File: src/adc_seq_pkg.sv
// constants, enumerations and carriers for the conversion-frame sequencer
// assumes the select and serial clock inputs arrive synchronous to i_clk_sys
package adc_seq_pkg;
  localparam int CODE_W = 8;           // converter result width
  localparam int FRAME_BITS = 16;      // bits shifted per complete frame
  localparam int LEAD_ZEROS = 3;       // zero bits ahead of the code
  localparam int TAIL_ZEROS = FRAME_BITS - LEAD_ZEROS - CODE_W;
  localparam int FIFO_DEPTH = 8;       // result buffer depth in words
  localparam int CNT_W = 5;            // width of the edge counters
  localparam logic [CNT_W-1:0] FRAME_PERIODS = 5'h14;   // 20 clocks/frame
  localparam logic [CNT_W-1:0] MODE_HOLD_EDGE = 5'h02;  // 2nd falling edge
  localparam logic [CNT_W-1:0] KEEP_NORMAL_EDGE = 5'h0a; // 10th falling
  localparam logic [CNT_W-1:0] DONE_EDGE = 5'h10;       // 16th falling edge
  localparam logic [CNT_W-1:0] TRACK_RISE_EDGE = 5'h0d; // 13th rising edge

  // power state of the analog core; unknown until a frame has run
  typedef enum logic [1:0] {PWR_UNKNOWN, PWR_NORMAL, PWR_SHUTDOWN} power_e;

  // frame sequencing state
  typedef enum logic [1:0] {FR_IDLE, FR_CONV, FR_WAIT_CS} frame_e;

  // one code from the successive-approximation core
  typedef struct packed {
    logic [CODE_W-1:0] code;
  } code_s;

  // completed conversion as reported to the core side
  typedef struct packed {
    logic [CODE_W-1:0] code;  // code shifted out in this frame
    logic dummy;              // first frame after power-on or shutdown
    logic short_gap;          // frame began under 20 clocks after the last
    logic empty;              // no buffered code was available
  } result_s;
endpackage

File: src/adc_code_fifo.sv
// synchronous fifo carrying converter codes to the serial shifter
// assumes one clock; both sides use valid/ready handshakes
`timescale 1ns/10ps
module adc_code_fifo #(
  parameter int WIDTH = 8,
  parameter int DEPTH = 8
) (
  input wire logic i_clk_sys,
  input wire logic i_rstn,
  input wire logic [WIDTH-1:0] i_wr_data,
  input wire logic i_wr_valid,
  output logic o_wr_ready,
  output logic [WIDTH-1:0] o_rd_data,
  output logic o_rd_valid,
  input wire logic i_rd_ready
);
  localparam int AW = (DEPTH > 1) ? $clog2(DEPTH) : 1;

  // pointer arithmetic wraps naturally only for powers of two
  initial begin
    if (DEPTH < 2 || (1 << AW) != DEPTH || WIDTH < 1) begin
      $error("adc_code_fifo: DEPTH must be a power of two >= 2");
    end
  end

  logic [WIDTH-1:0] mem [DEPTH];  // storage array
  logic [AW-1:0] wr_ptr;          // next slot to write
  logic [AW-1:0] rd_ptr;          // oldest slot
  logic [AW:0] count;             // words held
  logic [AW-1:0] next_wr_ptr;
  logic [AW-1:0] next_rd_ptr;
  logic [AW:0] next_count;
  logic do_wr;
  logic do_rd;

  // honest flags straight from the fill count
  assign o_wr_ready = (count != (AW+1)'(DEPTH));
  assign o_rd_valid = (count != '0);
  assign o_rd_data = mem[rd_ptr];
  assign do_wr = i_wr_valid & o_wr_ready;
  assign do_rd = i_rd_ready & o_rd_valid;

  // pointer and count update
  always_comb begin
    next_wr_ptr = do_wr ? wr_ptr + 1'b1 : wr_ptr;
    next_rd_ptr = do_rd ? rd_ptr + 1'b1 : rd_ptr;
    next_count = count;
    if (do_wr && !do_rd) begin
      next_count = count + 1'b1;
    end else if (do_rd && !do_wr) begin
      next_count = count - 1'b1;
    end
  end

  // pointer registers
  always_ff @(posedge i_clk_sys or negedge i_rstn) begin
    if (!i_rstn) begin
      wr_ptr <= '0;
      rd_ptr <= '0;
      count <= '0;
    end else begin
      wr_ptr <= next_wr_ptr;
      rd_ptr <= next_rd_ptr;
      count <= next_count;
    end
  end

  // storage write, no reset needed on data
  always_ff @(posedge i_clk_sys) begin
    if (do_wr) begin
      mem[wr_ptr] <= i_wr_data;
    end
  end
endmodule

File: src/adc_serial_conversion_sequencer.sv
// frame sequencer of a serial 8-bit converter: select, serial clock,
// three-state result output, power mode, track and hold timing
// assumes select and serial clock are sampled on i_clk_sys as is
`timescale 1ns/10ps
module adc_serial_conversion_sequencer #(
  parameter int FIFO_DEPTH = adc_seq_pkg::FIFO_DEPTH
) (
  input wire logic i_clk_sys,
  input wire logic i_rstn,
  input wire logic i_cs_n,                    // select, active low
  input wire logic i_sclk,                    // serial clock, sampled
  input wire adc_seq_pkg::code_s i_code,      // code from the core
  input wire logic i_code_valid,
  output logic o_code_ready,
  output logic o_serial_result_out,           // serial result data
  output logic o_serial_result_oe,            // high while driven
  output logic o_track,                       // high: tracking input
  output adc_seq_pkg::power_e o_power_state,
  output logic o_powering_up,                 // core power-up in progress
  output adc_seq_pkg::result_s o_result,
  output logic o_result_valid                 // one-cycle pulse
);
  localparam int CW = adc_seq_pkg::CNT_W;

  initial begin
    if (FIFO_DEPTH < 2) begin
      $error("sequencer: FIFO_DEPTH must be at least 2");
    end
  end

  // sampled previous levels for edge detection
  logic cs_n_q;
  logic sclk_q;
  logic cs_fall;
  logic cs_rise;
  logic sclk_fall;
  logic sclk_rise;

  // frame state
  adc_seq_pkg::frame_e state;
  adc_seq_pkg::frame_e next_state;
  adc_seq_pkg::power_e power;
  adc_seq_pkg::power_e next_power;
  adc_seq_pkg::power_e entry_power;  // mode held before this frame began
  adc_seq_pkg::power_e next_entry_power;
  logic [CW-1:0] fall_cnt;       // falling edges since select fell
  logic [CW-1:0] next_fall_cnt;
  logic [CW-1:0] rise_cnt;       // rising edges since select fell
  logic [CW-1:0] next_rise_cnt;
  logic [CW-1:0] gap_cnt;        // falling edges since last frame start
  logic [CW-1:0] next_gap_cnt;
  logic [adc_seq_pkg::FRAME_BITS-1:0] shifter;
  logic [adc_seq_pkg::FRAME_BITS-1:0] next_shifter;
  logic serial_result_out;
  logic next_serial_result_out;
  logic serial_result_out_oe;
  logic next_serial_result_out_oe;
  logic track;
  logic next_track;
  logic powering;
  logic next_powering;
  adc_seq_pkg::result_s result;
  adc_seq_pkg::result_s next_result;
  logic result_valid;
  logic next_result_valid;

  // fifo drain side
  adc_seq_pkg::code_s head;
  logic head_valid;
  logic head_take;

  assign cs_fall = cs_n_q & ~i_cs_n;
  assign cs_rise = ~cs_n_q & i_cs_n;
  assign sclk_fall = sclk_q & ~i_sclk;
  assign sclk_rise = ~sclk_q & i_sclk;
  // a code is consumed only when a frame starts, so the buffer can fill
  assign head_take = cs_fall && (state == adc_seq_pkg::FR_IDLE);

  adc_code_fifo #(
    .WIDTH($bits(adc_seq_pkg::code_s)),
    .DEPTH(FIFO_DEPTH)
  ) u_fifo (
    .i_clk_sys(i_clk_sys),
    .i_rstn(i_rstn),
    .i_wr_data(i_code),
    .i_wr_valid(i_code_valid),
    .o_wr_ready(o_code_ready),
    .o_rd_data(head),
    .o_rd_valid(head_valid),
    .i_rd_ready(head_take)
  );

  // next-state logic of the frame sequencer
  always_comb begin
    next_state = state;
    next_power = power;
    next_entry_power = entry_power;
    next_fall_cnt = fall_cnt;
    next_rise_cnt = rise_cnt;
    next_gap_cnt = gap_cnt;
    next_shifter = shifter;
    next_serial_result_out = serial_result_out;
    next_serial_result_out_oe = serial_result_out_oe;
    next_track = track;
    next_powering = powering;
    next_result = result;
    next_result_valid = 1'b0;
    // free-running period count, saturates at a full frame
    if (sclk_fall && gap_cnt != adc_seq_pkg::FRAME_PERIODS) begin
      next_gap_cnt = gap_cnt + 1'b1;
    end
    case (state)
      adc_seq_pkg::FR_IDLE: begin
        if (cs_fall) begin
          // frame start: enter normal mode and power up if needed
          next_state = adc_seq_pkg::FR_CONV;
          next_power = adc_seq_pkg::PWR_NORMAL;
          // remember the old mode so a noise-short frame can restore it
          next_entry_power = power;
          next_powering = (power != adc_seq_pkg::PWR_NORMAL);
          next_result.dummy = (power != adc_seq_pkg::PWR_NORMAL);
          next_result.short_gap =
            (gap_cnt < adc_seq_pkg::FRAME_PERIODS);
          next_result.empty = ~head_valid;
          next_result.code = head_valid ? head.code : '0;
          next_gap_cnt = '0;
          next_fall_cnt = '0;
          next_rise_cnt = '0;
          next_track = 1'b0;
          next_shifter = {{adc_seq_pkg::LEAD_ZEROS{1'b0}},
                          next_result.code,
                          {adc_seq_pkg::TAIL_ZEROS{1'b0}}};
          next_serial_result_out = 1'b0;
          next_serial_result_out_oe = 1'b1;
        end
      end
      adc_seq_pkg::FR_CONV: begin
        if (cs_rise) begin
          // early select release aborts the word
          next_state = adc_seq_pkg::FR_IDLE;
          next_serial_result_out_oe = 1'b0;
          next_track = 1'b1;
          if (fall_cnt >= adc_seq_pkg::MODE_HOLD_EDGE &&
              fall_cnt < adc_seq_pkg::KEEP_NORMAL_EDGE) begin
            next_power = adc_seq_pkg::PWR_SHUTDOWN;
            next_powering = 1'b0;
          end else if (fall_cnt < adc_seq_pkg::MODE_HOLD_EDGE) begin
            // too short to count: back to the mode held before the frame
            next_power = entry_power;
            next_powering = 1'b0;
          end else begin
            next_power = adc_seq_pkg::PWR_NORMAL;
          end
        end else begin
          if (sclk_rise) begin
            next_rise_cnt = rise_cnt + 1'b1;
            if (rise_cnt + 1'b1 == adc_seq_pkg::TRACK_RISE_EDGE) begin
              next_track = 1'b1;
            end
          end
          if (sclk_fall) begin
            next_fall_cnt = fall_cnt + 1'b1;
            next_shifter = {shifter[adc_seq_pkg::FRAME_BITS-2:0], 1'b0};
            next_serial_result_out = shifter[adc_seq_pkg::FRAME_BITS-2];
            if (fall_cnt + 1'b1 == adc_seq_pkg::DONE_EDGE) begin
              // conversion complete, release the output
              next_serial_result_out_oe = 1'b0;
              next_serial_result_out = 1'b0;
              next_powering = 1'b0;
              next_track = 1'b1;
              next_result_valid = 1'b1;
              next_state = adc_seq_pkg::FR_WAIT_CS;
            end
          end
        end
      end
      adc_seq_pkg::FR_WAIT_CS: begin
        // select idled low after a full word must rise before a new frame
        if (cs_rise) begin
          next_state = adc_seq_pkg::FR_IDLE;
        end
      end
      default: begin
        next_state = adc_seq_pkg::FR_IDLE;
      end
    endcase
  end

  // sequencer registers; power starts unknown
  always_ff @(posedge i_clk_sys or negedge i_rstn) begin
    if (!i_rstn) begin
      cs_n_q <= 1'b1;
      sclk_q <= 1'b0;
      state <= adc_seq_pkg::FR_IDLE;
      power <= adc_seq_pkg::PWR_UNKNOWN;
      entry_power <= adc_seq_pkg::PWR_UNKNOWN;
      fall_cnt <= '0;
      rise_cnt <= '0;
      gap_cnt <= adc_seq_pkg::FRAME_PERIODS;
      shifter <= '0;
      serial_result_out <= 1'b0;
      serial_result_out_oe <= 1'b0;
      track <= 1'b1;
      powering <= 1'b0;
      result <= '0;
      result_valid <= 1'b0;
    end else begin
      cs_n_q <= i_cs_n;
      sclk_q <= i_sclk;
      state <= next_state;
      power <= next_power;
      entry_power <= next_entry_power;
      fall_cnt <= next_fall_cnt;
      rise_cnt <= next_rise_cnt;
      gap_cnt <= next_gap_cnt;
      shifter <= next_shifter;
      serial_result_out <= next_serial_result_out;
      serial_result_out_oe <= next_serial_result_out_oe;
      track <= next_track;
      powering <= next_powering;
      result <= next_result;
      result_valid <= next_result_valid;
    end
  end

  // outputs straight from registers
  assign o_serial_result_out = serial_result_out;
  assign o_serial_result_oe = serial_result_out_oe;
  assign o_track = track;
  assign o_power_state = power;
  assign o_powering_up = powering;
  assign o_result = result;
  assign o_result_valid = result_valid;
endmodule

File: config.mk
export PLATFORM = sky130hd
export DESIGN_NAME = adc_serial_conversion_sequencer
export DESIGN_NICKNAME = d
export VERILOG_FILES = /design/src/adc_seq_pkg.sv /design/src/adc_code_fifo.sv /design/src/adc_serial_conversion_sequencer.sv
export SDC_FILE = /design/constraint.sdc
export NUM_CORES = 1
export LEC_CHECK = 0
export ABC_CLOCK_PERIOD_IN_PS = 2590
export BUFFER_PORTS_ARGS = -buffer_cell sky130_fd_sc_hd__buf_2
export CAP_MARGIN = 20
export CORE_ASPECT_RATIO = 1.2
export CORE_MARGIN = 10
export CORE_UTILIZATION = 54
export CTS_CLUSTER_DIAMETER = 120
export CTS_CLUSTER_SIZE = 12
export DETAILED_ROUTE_END_ITERATION = 8
export PLACE_DENSITY = 0.81
export SETUP_SLACK_MARGIN = 0.1
export SYNTH_ARGS = -nofsm -noshare
export SYNTH_HDL_FRONTEND = slang
export SYNTH_SLANG_ARGS = --single-unit
File: constraint.sdc
create_clock -name i_clk_sys -period 2.59 [get_ports i_clk_sys]
set_input_delay 0.777 -clock i_clk_sys [delete_from_list [all_inputs] [get_ports i_clk_sys]]
set_output_delay 0.777 -clock i_clk_sys [all_outputs]
set_load 0.05 [all_outputs]
### Word level (Yosys, flattened, before mapping)

Memory sizes are Yosys's and may differ from the RTL's.
Index checks and enable logic that the tools add are counted.

| storage, ports and cells | value |
|---|---|
| word-level logic and storage cells | 133 |
| output and inout port bits | 19 |
| memories kept | 1 |
| bits in registers | 64 |
| input port bits | 13 |
| RAM bits | 64 |

Memory list:

| name | depth | width | read ports | clocked after memory_dff | wr ports | RTL line | RTL |
|---|---|---|---|---|---|---|---|
| u_fifo.mem | 8 | 8 | 1 | 0 | 1 | adc_code_fifo.sv:26 | `logic [WIDTH-1:0] mem [DEPTH];` |

| operators by class | value |
|---|---|
| equality and inequality tests | 16 |
| reduce and logical (&&, ||, !) cells | 19 |
| muxes and demuxes | 54 |
| bitwise gates (word level) | 11 |
| add/subtract/negate cells | 7 |
| magnitude comparators | 4 |

Operators by type and width:

| operator | count |
|---|---|
| 2-to-1 mux 15 bit | 3 |
| 2-to-1 mux 5 bit | 8 |
| case mux 15 bit (2 select lines) | 1 |
| 2-to-1 mux 1 bit | 23 |
| case mux 5 bit (2 select lines) | 2 |
| 2-to-1 mux 2 bit | 8 |
| AND reduction 4 bit | 4 |
| adder 5 x 1 -> 5 bit (second input constant) | 3 |
| != test 2 bit (second input constant) | 6 |
| 2-to-1 mux 4 bit | 2 |
| 2-to-1 mux 8 bit | 1 |
| != test 4 bit (second input constant) | 2 |
| case mux 1 bit (2 select lines) | 4 |
| adder 3 x 1 -> 3 bit (second input constant) | 2 |
| AND 1 bit | 6 |
| != test 3 bit (second input constant) | 2 |
| case mux 2 bit (3 select lines) | 1 |
| == test 5 x 4 -> 1 bit (second input constant) | 1 |
| == test 5 bit (second input constant) | 1 |
| >= comparator 5 x 2 -> 1 bit (second input constant) | 1 |
| logical AND 1 bit | 5 |
| less-than comparator 5 x 2 -> 1 bit (second input constant) | 1 |
| less-than comparator 5 x 4 -> 1 bit (second input constant) | 1 |
| less-than comparator 5 bit (second input constant) | 1 |
| 15 further kinds | 22 |

### Depth between registers and ports, before layout

| logic depth | value |
|---|---|
| word-level depth | 8 |
| mapped depth | 12 |
| gate-level depth less buffers | 11 |

### Modules after synthesis

Synthesis repeated with hierarchy kept, for this count alone.

| second synthesis, totals | value |
|---|---|
| cells, all modules | 391 |
| area total of the unflattened synthesis | 5445.2 µm² |

By module, submodules not included:

| module | area each (µm²) | cells an instance | seq. area each (µm²) | times used |
|---|---|---|---|---|
| adc_code_fifo | 3111.7 | 155 | 2172.1 | 1 |
| adc_serial_conversion_sequencer | 2333.5 | 236 | 1231.2 | 1 |

### Least setup slack after synthesis

OpenSTA, ideal clock, no wires.

| timing path | value |
|---|---|
| path kind | input to register |
| start | input port i_cs_n |
| end | register u_fifo.count[3] |
| arrival | 2.746 ns |
| data required time | 2.454 ns |
| setup time | 0.136 ns |
| path buffers | 1 |
| path slack | -0.292 ns |
| stages on the path | 10 |
| cells stage by stage | nor4b_2 and2_1 buf_6 inv_1 ha_1 inv_1 ha_1 a21o_2 a2111oi_0 o31ai_1 |

| between the ends | value |
|---|---|
| longest elaborated chain between the ends | 7 |
| elaborated cells on any way between the ends | 9 |
| those cells by class | 1 x mux; 3 x bitwise; 5 x reduce/logical |

Ends and longest elaborated chain:

| item | RTL line | RTL |
|---|---|---|
| from (decl) | adc_serial_conversion_sequencer.sv:10 | `input wire logic i_cs_n,` |
| NOT 1 bit * | adc_serial_conversion_sequencer.sv:72 | `assign cs_fall = cs_n_q & ~i_cs_n;` |
| AND 1 bit * | adc_serial_conversion_sequencer.sv:72 |  |
| logical AND 1 bit * | adc_serial_conversion_sequencer.sv:77 | `assign head_take = cs_fall && (state == adc_seq_pkg::FR_IDLE);` |
| AND 1 bit * | adc_code_fifo.sv:41 | `assign do_rd = i_rd_ready & o_rd_valid;` |
| zero test 1 bit | adc_code_fifo.sv:48 | `if (do_wr && !do_rd) begin` |
| logical AND 1 bit | adc_code_fifo.sv:48 |  |
| 2-to-1 mux 4 bit or nonzero test 2 bit (tied branches) | -- |  |
| to (signal assigned) | adc_code_fifo.sv:64 | `count <= next_count;` |
| to (decl) | adc_code_fifo.sv:29 | `logic [AW:0] count;` |

Mark *: on every way between the ends. The rest lies on a longest branch, timed or not.
A chain may end at the register's enable or synchronous reset.

### Final worst setup path

| timing path | value |
|---|---|
| start | register u_fifo.count[1] |
| end | register u_fifo.count[3] |

| between the ends | value |
|---|---|
| longest elaborated chain between the ends | 5 |
| elaborated cells on any way between the ends | 13 |
| those cells by class | 2 x add/sub; 1 x eq/ne; 2 x mux; 2 x bitwise; 6 x reduce/logical |

Ends and longest elaborated chain:

| item |
|---|
| parallel branches: the longest is 5 deep, another holds subtractor 4 x 1 -> 4 bit |

Several ways; the timed one is not identified. The select of a mux whose other input is x is not followed.

==> run summary <==
WS Path Type: register to register
Largest net degree at the start of global routing: 35
P_leak: 0.00264 uW
Required time of the critical path: 2.88 ns
Minimum clock period: 2.41 ns
Critical Path Sink Type: register
Initial antenna violation count: 0
DRC Markers: 0
Die Width: 111 um
Util after Layout: 66.7%
Leading cell type in the layout, fill and taps excluded: edfxtp_1
Vias in the first global route: 3486
Slowest CP cell: or4_4
Simple-gate area share of the yosys netlist: 11.1%
Post-synth net total: 416
Run status: finished, final reports clean
Yosys warns: 0
CP top delay family: simple AND/OR/NAND/NOR gates
Cell taking the most area after synthesis: edfxtp_1
Critical Path Start Type: register
TritonCTS clock tree: built
CORE AREA: 9610 um^2
Worst path cell trace: or4_4 > and2_4 > inv_4 > ha_4 > inv_4 > ha_4 > a21o_4 > a21oi_2 > mux2i_1 > o31ai_1
DRT iter0 DRCs: 192
Peak Freq: 415 MHz
Htree depth: 4
Xor-xnor portion of the synthesized cell area: 2.13%
Worst slew margin: 54.7%
GRT Util Overall: 15.4%
Dpl ws: -0.107 ns
Initial DRT Pass Iterations: 5
Largest family of logic cells by synthesized area: simple AND/OR/NAND/NOR gates
Antenna cells: 0
Die height: 129 um
Worst-path maximum fanout: 5
Routed vias/inst: 5.94
Fin. Hold Viols: 0
Pwr dens: 1150 nW/um^2
Yosys top cell area share: 35.9%
Clock Sink Count: 123
Cts hold-fix bufs: 0
Synth async-reset ratio: 48.0%
PortBufs: 31
Top_reg_cell synth: edfxtp_1
Worst-Margin Slew: 0.679 ns
Synth Instances: 392
Worst min path class: input port to async pin
#FFs+latches synth: 123
Pins Over Slew Limit: 0
I/O pin count: 32
Synth Area in Adders: 2.71%
Placement Rows: 39
Routed WL per cell: 18.7 um
Multiplexer area fraction after synthesis: 7.64%
Final worst slack: 0.180 ns
Clock buffer depth: 2
Post-synth EDFFs: 64
Clk_skew: 0.00952 ns
IR Drop Worst-Case VDD: 0.553 mV
Part of the Yosys area used for sequential elements: 63.5%
Clock root buffer master: clkbuf_16
Post-synth cell types: 58
Synth area leaders: edfxtp_1 (36%), dfrtp_1 (26%), mux2i_1 (6.2%)
Dpl hpwl: 7160 um
Post-Route WL: 10900 um
RSZ-0062 raised after global routing: false
Die area: 14300 um^2
Grt ovf: 0
Fin crit share: 93.0%
Post-Syn Area: 5360 um^2
Max-Cap Viols: 0
Worst path bufs/invs: 2
GP Congestion: 0.806
Syn Area/Cell: 13.7 um^2
Area Growth Syn to Fin: 19.7%
Crit path DAT: 2.70 ns
Initial core utilization: 55.7%
Peak per-stage delay on the critical path: 0.55 ns
First-pass GRT wire length: 17600 um
Endpoints failing setup: 0
Final ANT Viol Nets: 0
Num CTS Buffers: 17
Total number of vias: 3471
Worst-path clk slew: 0.06 ns
Post-synthesis compound-gate area fraction: 10.5%
Commonest cells after routing, fill and taps aside: edfxtp_1 (64), dfrtp_1 (53), mux2i_1 (33)
Fill cells: 639
Latest clock arrival within the worst-skew pair: 0.42 ns
Nets: 472
Share of cells above drive strength 1: 27.1%
[layout make-up]
type | instances | area [um^2] | area share, %
clock inverter | 15 | 141 | 2.20
clock buffer | 17 | 425 | 6.63
sequential | 123 | 3410 | 53.1
inverter | 10 | 42.5 | 0.663
timing repair buffer | 56 | 368 | 5.73
multi-input combinational | 240 | 1880 | 29.3
tap | 123 | 154 | 2.40
[what timing repair did]
| item | 4_1_cts | 5_1_grt |
|---|---|---|
| endpoints found under the setup margin | 1 | 1 |
| pin swaps | 0 | 0 |
| resized for setup | 1 | 2 |
| setup buffers | 0 | 3 |
[per-layer routing]
| layer | vias to the layer above | track usage (%) | share of wire, % |
|---|---|---|---|
| li1 | 1585 | - | - |
| met1 | 1743 | 17.3 | 41 |
| met2 | 124 | 26.6 | 52 |
| met3 | 19 | 4.76 | 5.7 |
| met4 | 0 | 6.83 | 1.5 |
| met5 | - | 0 | 0 |
[flip-flops by register name (all words and copies together), names as in the netlist, 2 cells and up]
name,count
gap_cnt,5
u_fifo.rd_ptr,3
u_fifo.count,4
rise_cnt,5
state,2
shifter,10
entry_power,2
o_result,11
fall_cnt,5
u_fifo.wr_ptr,3
o_power_state,2
u_fifo.mem,64
[power by group]
part | leakage (uW) | switching, uW | internal [uW] | total, uW
registers | 0.00131 | 359 | 2550 | 2910
logic | 0.00106 | 1330 | 946 | 2280
clock network | 0.000266 | 883 | 1330 | 2210
total | 0.00264 | 2570 | 4820 | 7400
[cells by family after synthesis]
family	after synthesis
multiplexers	38
flip-flops	123
adder cells (fa/ha/maj)	11
XOR/XNOR	13
buffers and inverters	29
AO/OA/AOI/OAI	76
AND/OR/NAND/NOR	102
[stage by stage]
step                      std cells  instance area (um^2)  hold WS [ns]  power, uW  TNS (ns)
after detailed placement        548                  5810         0.465       5160    -0.107
after CTS                       580                  6380         0.379       7390         0
after global placement          548                  5810         0.457       5030         0
after floorplan                 392                  5410         0.442       4510         0
final                           584                  6410         0.372       7400         0
after global routing            584                  6410         0.404       7770         0
[synthesized netlist by cell type (all sizes together) (2+ instances only)]
cell / number
xnor2: 8
o21a: 3
a21o: 10
and2: 3
a221o: 7
ha: 10
nand2b: 5
o22ai: 2
or3b: 2
a22oi: 14
o211ai: 3
nand2: 29
a22o: 6
nor2: 12
nor3: 9
a21oi: 11
clkbuf: 10
nor4b: 2
nand3: 10
a31oi: 2
o31ai: 2
mux2i: 33
dfrtp: 55
mux4: 2
xor2: 5
o21ai: 9
mux2: 3
inv: 10
nor2b: 8
dfstp: 4
or2: 2
nand4b: 2
or4: 2
and3: 10
buf: 9
edfxtp: 64
[final timing paths]
| check | start | endpoint | slack [ns] | depth (start not counted) |
|---|---|---|---|---|
| worst min-delay path | i_rstn | fall_cnt[4]$_DFFE_PN0P_ | 0.37 | 1 |
| worst max-delay path | u_fifo.count[1]$_DFFE_PN0P_ | u_fifo.count[3]$_DFFE_PN0P_ | 0.18 | 10 |
| worst min register to register | o_result[6]$_DFFE_PN0P_ | o_result[6]$_DFFE_PN0P_ | 0.48 | 1 |
| worst max register to register | u_fifo.count[1]$_DFFE_PN0P_ | u_fifo.count[3]$_DFFE_PN0P_ | 0.18 | 10 |
| max in group asynchronous | i_rstn | gap_cnt[2]$_DFF_PN1_ | 1.55 | 2 |
| min in group i_clk_sys | o_result[6]$_DFFE_PN0P_ | o_result[6]$_DFFE_PN0P_ | 0.48 | 1 |
(Power assumes the default switching activity.)
